File: src/rtl/gpio_pad_pkg.sv
// Purpose: constants for the pad drive, open-drain and pull-up configuration block
// Assumes: one eight-line port, 32-bit register word, byte addresses
// Notes: pull-up reset differs per port instance
//
// Contract
// [RULE1] each high-drive bit configures only its own line
// [RULE2] writing high-drive 1 clears that line's low and medium drive bits
// [RULE3] low or medium drive write of 1 clears high-drive, seen second cycle
// [RULE4] high-drive field is bits 7:0, read/write, resets to zero
// [RULE5] bits 31:8 of each register are read-only zero
// [RULE6] open-drain field bits 7:0, resets zero, 1 enables open drain
// [RULE7] a line with direction cleared acts as input despite open drain
// [RULE8] open drain only takes effect once the line is an output
// [RULE9] software should also set digital enable when using open drain
// [RULE10] two-wire bus lines need open drain and alternate function set
// [RULE11] pull-up field bits 7:0; 1 turns the weak pull-up output on
// [RULE12] setting a pull-up bit clears the same line's pull-down bit
// [RULE13] pull-down write of 1 clears pull-up, seen second cycle
// [RULE14] pull-up reset is per port: zero, bit 7, or bits 3:0
// [RULE15] low-drive resets all ones; high and medium drive reset zero
// [RULE16] writing zero only stores zero, never touches other registers
`default_nettype none
package gpio_pad_pkg;
   localparam int LINES = 8;
   localparam int ADDR_W = 12;
   localparam int DATA_W = 32;
   localparam logic [ADDR_W-1:0] HIGH_DRIVE_OFS = 12'h508;
   localparam logic [ADDR_W-1:0] OPEN_DRAIN_OFS = 12'h50C;
   localparam logic [ADDR_W-1:0] PULL_UP_OFS = 12'h510;
   localparam logic [LINES-1:0] HIGH_DRIVE_RESET = 8'h00;
   localparam logic [LINES-1:0] OPEN_DRAIN_RESET = 8'h00;
   localparam logic [LINES-1:0] LOW_DRIVE_RESET = 8'hFF;
   localparam logic [LINES-1:0] PULL_UP_RESET_PLAIN = 8'h00;
   localparam logic [LINES-1:0] PULL_UP_RESET_PORT_B = 8'h80;
   localparam logic [LINES-1:0] PULL_UP_RESET_PORT_C = 8'h0F;
endpackage
`default_nettype wire

File: src/rtl/pad_cfg_if.sv
// Purpose: carrier between the register core and its two helper stages
// Assumes: all signals on mclk
// Notes: no clocking, plain wires
`timescale 1ns/1ns
`default_nettype none
interface pad_cfg_if #(parameter int LINES = 8);
   logic ce;
   logic [LINES-1:0] drive_req;
   logic [LINES-1:0] pull_req;
   logic [LINES-1:0] drive_clr;
   logic [LINES-1:0] pull_clr;
   logic [LINES-1:0] open_drain;
   logic [LINES-1:0] pull_up;
   logic [LINES-1:0] dir;
   logic [LINES-1:0] od_active;
   logic [LINES-1:0] pu_active;
   modport core (output ce, drive_req, pull_req, open_drain, pull_up, dir,
      input drive_clr, pull_clr, od_active, pu_active);
   modport stage (input ce, drive_req, pull_req, output drive_clr, pull_clr);
   modport pads (input ce, open_drain, pull_up, dir, output od_active, pu_active);
endinterface
`default_nettype wire

File: src/rtl/cross_clear_stage.sv
// Purpose: one-cycle stage for clears requested by neighbour registers
// Assumes: requests are one-cycle pulses on mclk
// Notes: the extra stage makes the clear visible on the second cycle
`timescale 1ns/1ns
`default_nettype none
module cross_clear_stage #(parameter int LINES = 8) (
   input wire logic mclk,
   input wire logic rstn,
   pad_cfg_if.stage bus
);
   typedef struct packed {
      logic [LINES-1:0] drive_clr;
      logic [LINES-1:0] pull_clr;
   } stage_t;
   stage_t q, d;

   always_comb begin
      d = q;
      if (bus.ce) begin
         d.drive_clr = bus.drive_req; // RULE3
         d.pull_clr = bus.pull_req; // RULE13
      end
   end

   always_ff @(posedge mclk or negedge rstn) begin
      if (!rstn) begin
         q <= '0;
      end else begin
         q <= d;
      end
   end

   assign bus.drive_clr = q.drive_clr;
   assign bus.pull_clr = q.pull_clr;
endmodule
`default_nettype wire

File: src/rtl/pad_ctrl_out.sv
// Purpose: per-line pad controls from the stored configuration
// Assumes: direction comes from logic on mclk, so no synchroniser
// Notes: controls lag the registers by one cycle, kept glitch free
`timescale 1ns/1ns
`default_nettype none
module pad_ctrl_out #(parameter int LINES = 8) (
   input wire logic mclk,
   input wire logic rstn,
   pad_cfg_if.pads bus
);
   typedef struct packed {
      logic [LINES-1:0] od;
      logic [LINES-1:0] pu;
   } pads_t;
   pads_t q, d;
   logic [LINES-1:0] od_w;

   genvar i;
   generate
      for (i = 0; i < LINES; i++) begin : g_line
         // an input line ignores open drain until it turns output
         assign od_w[i] = bus.open_drain[i] & bus.dir[i]; // RULE7 RULE8
      end
   endgenerate

   always_comb begin
      d = q;
      if (bus.ce) begin
         d.od = od_w;
         d.pu = bus.pull_up; // RULE11
      end
   end

   always_ff @(posedge mclk or negedge rstn) begin
      if (!rstn) begin
         q <= '0;
      end else begin
         q <= d;
      end
   end

   assign bus.od_active = q.od;
   assign bus.pu_active = q.pu;
endmodule
`default_nettype wire

File: src/rtl/gpio_pad_cfg.sv
// Purpose: high-drive, open-drain and pull-up registers of one port
// Assumes: neighbour registers report writes of 1 as one-cycle bit pulses
// Notes: set PULL_UP_RESET per port instance
//
// Decided for this implementation: the strobed register port.
`timescale 1ns/1ns
`default_nettype none
module gpio_pad_cfg
   import gpio_pad_pkg::*;
#(
   parameter logic [LINES-1:0] PULL_UP_RESET = PULL_UP_RESET_PLAIN
) (
   input wire logic mclk,
   input wire logic rstn,
   input wire logic ce,
   input wire logic [ADDR_W-1:0] addr,
   input wire logic [DATA_W-1:0] wdata,
   input wire logic wr,
   input wire logic rd,
   output logic [DATA_W-1:0] rdata,
   input wire logic [LINES-1:0] dir_bits,
   input wire logic [LINES-1:0] low_drive_set,
   input wire logic [LINES-1:0] medium_drive_set,
   input wire logic [LINES-1:0] pull_down_set,
   output logic [LINES-1:0] low_medium_clr,
   output logic [LINES-1:0] pull_down_clr,
   output logic [LINES-1:0] high_drive_bits,
   output logic [LINES-1:0] open_drain_bits,
   output logic [LINES-1:0] pull_up_bits,
   output logic [LINES-1:0] pad_open_drain,
   output logic [LINES-1:0] pad_pull_up
);
   typedef struct packed {
      logic [LINES-1:0] high_drive;
      logic [LINES-1:0] open_drain;
      logic [LINES-1:0] pull_up;
      logic [LINES-1:0] lm_clr;
      logic [LINES-1:0] pd_clr;
      logic [DATA_W-1:0] rdata;
   } core_t;
   core_t q, d;

   pad_cfg_if #(.LINES(LINES)) link ();

   assign link.ce = ce;
   assign link.drive_req = low_drive_set | medium_drive_set; // RULE3
   assign link.pull_req = pull_down_set; // RULE13
   assign link.open_drain = q.open_drain;
   assign link.pull_up = q.pull_up;
   assign link.dir = dir_bits;

   cross_clear_stage #(.LINES(LINES)) u_stage (
      .mclk(mclk),
      .rstn(rstn),
      .bus(link)
   );

   pad_ctrl_out #(.LINES(LINES)) u_pads (
      .mclk(mclk),
      .rstn(rstn),
      .bus(link)
   );

   function automatic logic [DATA_W-1:0] widen(input logic [LINES-1:0] f);
      widen = {{(DATA_W-LINES){1'b0}}, f}; // RULE5
   endfunction

   always_comb begin
      d = q;
      if (ce) begin
         // outgoing clears are one-cycle pulses; neighbours apply them next edge
         d.lm_clr = '0;
         d.pd_clr = '0;
         d.rdata = '0;
         // staged neighbour clears land now, the second cycle after their write
         d.high_drive = q.high_drive & ~link.drive_clr; // RULE3
         d.pull_up = q.pull_up & ~link.pull_clr; // RULE13
         if (wr) begin
            // a fresh write is newer than a staged clear, so it wins
            if (addr == HIGH_DRIVE_OFS) begin
               d.high_drive = wdata[LINES-1:0]; // RULE1 RULE4
               d.lm_clr = wdata[LINES-1:0]; // RULE2 RULE16
            end else if (addr == OPEN_DRAIN_OFS) begin
               d.open_drain = wdata[LINES-1:0]; // RULE6
            end else if (addr == PULL_UP_OFS) begin
               d.pull_up = wdata[LINES-1:0]; // RULE11
               d.pd_clr = wdata[LINES-1:0]; // RULE12 RULE16
            end
         end
         if (rd) begin
            // unmapped offsets read as zero
            if (addr == HIGH_DRIVE_OFS) begin
               d.rdata = widen(q.high_drive); // RULE5
            end else if (addr == OPEN_DRAIN_OFS) begin
               d.rdata = widen(q.open_drain);
            end else if (addr == PULL_UP_OFS) begin
               d.rdata = widen(q.pull_up);
            end
         end
      end
   end

   always_ff @(posedge mclk or negedge rstn) begin
      if (!rstn) begin
         q.high_drive <= HIGH_DRIVE_RESET; // RULE4 RULE15
         q.open_drain <= OPEN_DRAIN_RESET; // RULE6
         q.pull_up <= PULL_UP_RESET; // RULE14
         q.lm_clr <= '0;
         q.pd_clr <= '0;
         q.rdata <= '0;
      end else begin
         q <= d;
      end
   end

   assign rdata = q.rdata;
   assign low_medium_clr = q.lm_clr;
   assign pull_down_clr = q.pd_clr;
   assign high_drive_bits = q.high_drive;
   assign open_drain_bits = q.open_drain;
   assign pull_up_bits = q.pull_up;
   assign pad_open_drain = link.od_active;
   assign pad_pull_up = link.pu_active;
endmodule
`default_nettype wire

File: config.mk
export PLATFORM = sky130hd
export DESIGN_NAME = gpio_pad_cfg
export DESIGN_NICKNAME = d
export VERILOG_FILES = /design/src/rtl/gpio_pad_pkg.sv /design/src/rtl/pad_cfg_if.sv /design/src/rtl/cross_clear_stage.sv /design/src/rtl/pad_ctrl_out.sv /design/src/rtl/gpio_pad_cfg.sv
export SDC_FILE = /design/constraint.sdc
export NUM_CORES = 1
export LEC_CHECK = 0
export BUFFER_PORTS_ARGS = -buffer_cell sky130_fd_sc_hd__buf_4
export CORE_MARGIN = 2
export CORE_UTILIZATION = 40
export DETAILED_ROUTE_END_ITERATION = 10
export PLACE_DENSITY = 0.73
export SETUP_SLACK_MARGIN = 0.1
export SLEW_MARGIN = 40
export SYNTH_ARGS = -nofsm -noshare
export SYNTH_HDL_FRONTEND = slang
export SYNTH_SLANG_ARGS = --single-unit
File: constraint.sdc
create_clock -name mclk -period 0.9 [get_ports mclk]
set_clock_uncertainty 0.05 [all_clocks]
set_input_delay 0.18 -clock mclk [delete_from_list [all_inputs] [get_ports mclk]]
set_output_delay 0.18 -clock mclk [all_outputs]
set_load 0.03 [all_outputs]
Yosys cells after proc, flatten, opt, wreduce, memory -nomap -nowiden. Cells that the tools add are included.

$add $sub $neg: 0. Multipliers: 0. Div/mod/pow operators: 0. Order comparisons: 0. Equal/unequal tests: 3. Shift operators: 0. Muxes and demuxes: 14. Bitwise logic cells: 14. Reduce and logical (&&, ||, !) cells: 1.

Operators by type and width (number): $mux 8 (12); $mux 40 (1); $eq 12x11->1 const B (3); $and 8x8->8 (2); $mux 16 (1); $not 8->8 (2); $and 1x1->1 (8); $or 8x8->8 (1); $reduce_and 4->1 (1); $not 1->1 (1).

Register bits: 104. Latch bits: 0. Bits in writable memories: 0. Memory bits (read-only): 0. Word-level logic and storage cells: 42. Memories kept: 0.

Longest topological paths before layout. Gate-level depths: netlist (run 1).

Word-level depth: 6. Mapped depth: 6.

By module. From an unflattened synthesis (run 1), not the netlist that was laid out.

Cells, all modules: 296. Area total of the unflattened synthesis: 3669.8 um^2.

Modules (own cells, without submodules): gpio_pad_cfg (instances 1, cells each 211, area each 2377.3 um^2); cross_clear_stage (instances 1, cells each 34, area each 649.4 um^2); pad_ctrl_out (instances 1, cells each 51, area each 643.1 um^2).

Worst setup path after synthesis (run 1). No wires, ideal clock.

Path type: in2reg. Start: in addr[5]. End: reg, netlist name open_drain_bits[0]. Setup time: 127 ps. Arrival time: 1340 ps. Required time: 723 ps. Path slack: -617 ps. Cell stages on the path: 5. Path buffers: 1. Cells stage by stage: nor3_1 > and3_1 > and3_1 > buf_6 > mux2_1.

Word-level cells in the longest chain between the ends: 3.

Ends and longest elaborated chain: start, declared (line gpio_pad_cfg.sv:16) `input wire logic [ADDR_W-1:0] addr,`; $eq 12x11->1 (line gpio_pad_cfg.sv:80) `if (addr == HIGH_DRIVE_OFS) begin`; $not 1->1 (no line); $reduce_and 4->1 (no line) *.

Every way passes the cells marked *; elsewhere a longest branch is shown, timed or not. A chain may end at the register's enable or synchronous reset.

Worst setup path after layout (run 1).
Start: in addr[6]. End: reg, netlist name pull_up_bits[6].

Word-level cells in the longest chain between the ends: 5.

Ends and longest elaborated chain: $eq 12x11->1 (line gpio_pad_cfg.sv:85) `end else if (addr == PULL_UP_OFS) begin`; $mux 8 (line gpio_pad_cfg.sv:85); $mux 8 (line gpio_pad_cfg.sv:83) `end else if (addr == OPEN_DRAIN_OFS) begin`; $mux 16 * (line gpio_pad_cfg.sv:80); $mux 40 * (line gpio_pad_cfg.sv:78) `if (wr) begin`.

Marked as above.

==> results of run 1 <==
-- stage by stage --
stage                     hold slack, ps  utilization (%)
after floorplan                     -166                -
after global placement              3.96             56.1
after detailed placement            7.96             56.1
after CTS                          -10.7             69.5
after global routing               -3.95             73.7
final                              -2.10             73.7
-- repair_timing --
item                       4_1_cts  5_1_grt
buffers inserted                46       31
gates cloned                     1        1
hold endpoints to repair        81        1
resized for setup              148       50
setup endpoints to repair      136      138
pin swaps                       19       25
-- per-layer routing --
metal	track usage (%)	up-vias	share of wire, %	wire length, um
met2	37.8	97	54	6600
met3	4.60	19	3.9	486
li1	-	1594	-	-
met1	29.9	1752	41	5080
met5	0	-	0	0
met4	8.54	0	1.4	167
-- flip-flops by register name, indices dropped and copies added (netlist names) --
register and cells:
u_stage.bus.drive_clr 8, low_medium_clr 8, open_drain_bits 8, u_pads.bus.pu_active 8, rdata 8, high_drive_bits 8
pull_down_clr 8, u_pads.bus.od_active 8, pull_up_bits 8, u_stage.bus.pull_clr 8
-- placed cells by master (no fill, tap or decap), drive strengths merged, types with 13 or more instances in the layout --
master,count
nand3,36
dfrtp,80
inv,33
o21ai,26
nand2b,20
conb,24
mux2,24
buf,223
nor2,23
clkbuf,13
-- worst max-delay path, cell delays in order --
cell and delay, ps:
buf_6 100, nor4b_4 290, buf_4 190, and4_4 220, buf_12 130, buf_12 130, or3b_1 120, nand3_1 80
-- how the worst max path moves through the flow --
| stage | cells after the start | slack [ps] | endpoint |
|---|---|---|---|
| final | 8 | -380 | pull_up_bits[6] |
| after global placement | 6 | -690 | open_drain_bits[2] |
| after floorplan | 5 | -590 | open_drain_bits[0] |
| after CTS | 2 | -370 | open_drain_bits[6] |
| after detailed placement | 6 | -740 | open_drain_bits[3] |
| after global routing | 8 | -410 | pull_up_bits[6] |
-- cell type report --
class	instances	area share, %
inverter	33	1.85
sequential	80	30.1
multi-input combinational	219	29.3
tap	111	2.07
clock buffer	13	2.37
clock inverter	3	0.597
timing repair buffer	225	33.7
-- power by group --
| group | total (mW) | switching [mW] | internal (mW) |
|---|---|---|---|
| Sequential | 3.71 | 0.0472 | 3.67 |
| Clock | 2.68 | 1.25 | 1.43 |
| Combinational | 1.01 | 0.570 | 0.439 |
| Total | 7.40 | 1.87 | 5.53 |
-- logic make-up after synthesis --
group | Yosys count | synth area share, %
other | 1 | 0.101
AOI/OAI and AO/OA | 54 | 9.01
and+or+nand+nor | 117 | 19.1
buffers and inverters | 75 | 10.6
muxes | 24 | 7.29
DFF | 80 | 54.0
==> metrics.txt, run 1 <==
status finished, violations left; failing checks negative hold slack, negative setup slack; post-synthesis sequential area ratio 54.0%; hold path cells 3; DRC 0; largest net degree at the start of global routing 39; CTS tree built; initial antenna violation count 0; Seq cells post-synth 80; RSZ-0062 raised after global routing yes; vias in the first global route 3374; Die W 100 um; Avg Cell Area, Syn 10.6 um^2; WP data required 1080 ps; Worst Setup SP addr[6]; CTS root buffer clkbuf_8; Final WS setup -381 ps; clock input transition at the sequential cells of the worst setup and hold paths 80 ps; via/cell ratio 5.06; WS Path Type input port to flop; Max Cap Viol 0; most frequent cell after synthesis dfrtp_1; CTS Buf Count 9; I/O Buffers 120; fin crit share 142%; area leader, netlist dfrtp_1; maximum fanout along the worst path 7; Finished Cell Area 6710 um^2; placed inst area 5110 um^2; total global-route track usage 22.9%; first-pass GRT wire length 17.6 mm; Synth top area share 54.0%; DP HPWL 7.33 mm; Nets 649; final setup violation count 127; routability congestion estimate 0.869; reg2reg start pull_up_bits[1]; min-delay worst type input port to flop; Hold Fails Final Rpt 1; starting density of the core 40.7%; area grow syn2layout 80.9%; Post-Syn Area 3710 um^2; Register Area 2020 um^2; Clock Path Buffers 2; Unique masters post-synth 36; fin crit period 1280 ps; Detailed Routing Iterations Pass 1 4; EDFF count, synth 0; WL/cell 18.0 um; Pleak 3.18 nW; Place WS -736 ps; Worst-Skew Late Latency 350 ps; H-tree lvl count 3; total power 7.40 mW; multi-input logic area 1970 um^2; Inserted Diodes 0; final cell count without fillers 684; Reg2Reg Setup Slack -290 ps; r2r endpoint pull_up_bits[1]; I/O pin count 169; warnings from Yosys 0; Slew Limit Fails 0; starting DRC count in detailed routing 111; cts hold-fix bufs 1; Fin Hold WS -2.10 ps; top post-synthesis cells by count dfrtp_1, nand3_1, inv_1; setup_tns -29760 ps; synth top area cells dfrtp_1, buf_4, mux2_2, nand3_1, nand2b_1; Core Area 9110 um^2; Routed Antenna Nets 0; Hold Path Sink u_stage.bus.drive_clr[2]; layout cells sized above 1 61.3%; row cnt 35; Routed WL 12.3 mm; total grt overflow 0; CP Capture Type flop; PD cells 1100 nW/um^2; Post-synth top flop dfrtp_1; # fillers 581; worst reg-to-reg path cell count 3; asr flop ratio synth 100%; Critical Path AT 1460 ps; placed cell count 596; Vias 3462; Hold Crit Start low_drive_set[2]; Clock Sink Count 80; chip height 100 um; FMAX 0.781 GHz; maximum vdd drop 667 uV; Mapped Cells 351; Worst setup SP type input port; Die ar. 10100 um^2
Note: power is estimated with default switching activity, not from simulation.
==> run 2: changes to the inputs <==
--- a/config.mk
+++ b/config.mk
@@ -10,7 +10,7 @@
 export CORE_UTILIZATION = 40
 export DETAILED_ROUTE_END_ITERATION = 10
 export PLACE_DENSITY = 0.73
-export SETUP_SLACK_MARGIN = 0.1
+export SETUP_SLACK_MARGIN = 0.15
 export SLEW_MARGIN = 40
 export SYNTH_ARGS = -nofsm -noshare
 export SYNTH_HDL_FRONTEND = slang
==> run 2 against run 1 <==
The run still ends with negative hold slack, negative setup slack left. Via count increased by 2.2%. Flip-flop and latch count unchanged. Clock power about the same. Global-route usage grew 0.26 points. Non-clock buffer count rose by 6. Final cell count increased by 0.88%. Core utilization increased by 0.85 points. Critical path type unchanged. Largest cell class unchanged. Largest power group unchanged. Highest routed layer unchanged.
==> metrics.txt, run 2 (synthesis gave the netlist of run 1 again) <==
Critical Path Max Stage Delay 330 ps; Worst-Skew Late Latency 340 ps; H-tree lvl count 3; maximum fanout along the worst path 8; vias in the first global route 3368; chip height 100 um; Fin Hold WS -365 ps; DP HPWL 7.33 mm; RSZ-0062 raised after global routing yes; Max Cap Viol 0; WP data required 1080 ps; Critical Path AT 1490 ps; Inserted Diodes 0; fin crit period 1300 ps; worst path cell trace buf_6 > nor4b_4 > and3_4 > and3_4 > buf_12 > mux2_1; Routed WL 12.5 mm; starting DRC count in detailed routing 156; Clock Sink Count 80; Register Area 2020 um^2; Clock Path Buffers 2; placed inst area 5110 um^2; row cnt 35; fin crit share 145%; final cell count without fillers 690; PD cells 1090 nW/um^2; DRC 0; failing checks negative hold slack, negative setup slack; CP Capture Type flop; first-pass GRT wire length 17.8 mm; placed cell count 596; Vias 3538; min-delay worst type input port to asynchronous set/reset pin; I/O pin count 169; # fillers 564; Pleak 3.22 nW; commonest non-fill, non-tap cell in the layout buf_6; Finished Cell Area 6790 um^2; via/cell ratio 5.13; largest net degree at the start of global routing 39; multi-input logic area 1980 um^2; maximum vdd drop 642 uV; WL/cell 18.1 um; CP dominant cell by count and3_4; Worst setup SP type input port; final setup violation count 126; Routed Antenna Nets 0; CTS Buf Count 9; CTS tree built; Detailed Routing Iterations Pass 1 5; most frequent cells in the layout buf_6, buf_4, dfrtp_1; starting density of the core 40.7%; CP max stage cell mux2_1; I/O Buffers 120; Slew Limit Fails 0; FMAX 0.768 GHz; layout cells sized above 1 62.0%; routability congestion estimate 0.869; area grow syn2layout 83.0%; Core Util, Final 74.5%; Core Area 9110 um^2; total grt overflow 0; CTS root buffer clkbuf_8; Die ar. 10100 um^2; WS Path Type input port to flop; Nets 655; Final WS setup -402 ps; clock input transition at the sequential cells of the worst setup and hold paths 80 ps; status finished, violations left; Die W 100 um; Hold Fails Final Rpt 81; total global-route track usage 23.1%; initial antenna violation count 0
==> run 2: worst max-delay path: cells and delay by family <==
family / cells / cell delay (ps)
buffers and inverters: 2 / 230
multiplexers: 1 / 330
AND/OR/NAND/NOR: 3 / 740
==> run 2: final timing paths <==
path	startpoint	endpoint	slack, ps	depth (start not counted)
max in group asynchronous	rstn	u_pads.bus.pu_active[0]	700	2
min in group mclk	low_drive_set[2]	u_stage.bus.drive_clr[2]	-10	3
max	addr[7]	open_drain_bits[6]	-400	6
min reg2reg	u_stage.bus.drive_clr[7]	u_stage.bus.drive_clr[7]	470	2
max reg2reg	open_drain_bits[5]	rdata[5]	-340	5
min	rstn	pull_down_clr[6]	-360	1
==> run 2: repair_timing <==
item,4_1_cts,5_1_grt
pin swaps,19,21
setup endpoints to repair,136,136
gates resized for setup,148,50
setup buffers,47,29
cloned,1,1
endpoints found under the hold margin,81,81
==> run 2: power breakdown <==
group	internal [mW]	total [mW]	switching (mW)	leakage [nW]
Combinational	0.434	1.00	0.569	2.08
Sequential	3.67	3.71	0.0465	1.04
Clock	1.43	2.69	1.26	0.103
Total	5.53	7.41	1.88	3.22
==> run 2: layout make-up <==
class,instances,share of cell area [%]
sequential,80,29.8
inverter,33,1.82
clock inverter,3,0.590
timing repair buffer,231,34.2
clock buffer,13,2.34
tap,111,2.05
multi-input combinational,219,29.2
==> run 2: stage by stage <==
stage	worst slack, ps	TNS [ps]	power (mW)
6_report	-402	-31400	7.41
3_5_place_dp	-736	-35440	4.62
4_1_cts	-368	-27110	7.39
5_1_grt	-429	-34920	7.69
2_1_floorplan	-586	-18380	4.32
3_3_place_gp	-689	-33690	4.60
==> run 2: per-layer routing <==
layer	track usage [%]	share of wire [%]	vias to the layer above
li1	-	-	1606
met1	30.1	41	1793
met2	38.4	53	123
met3	4.60	4.5	16
met4	8.54	1.2	0
met5	0	0	-
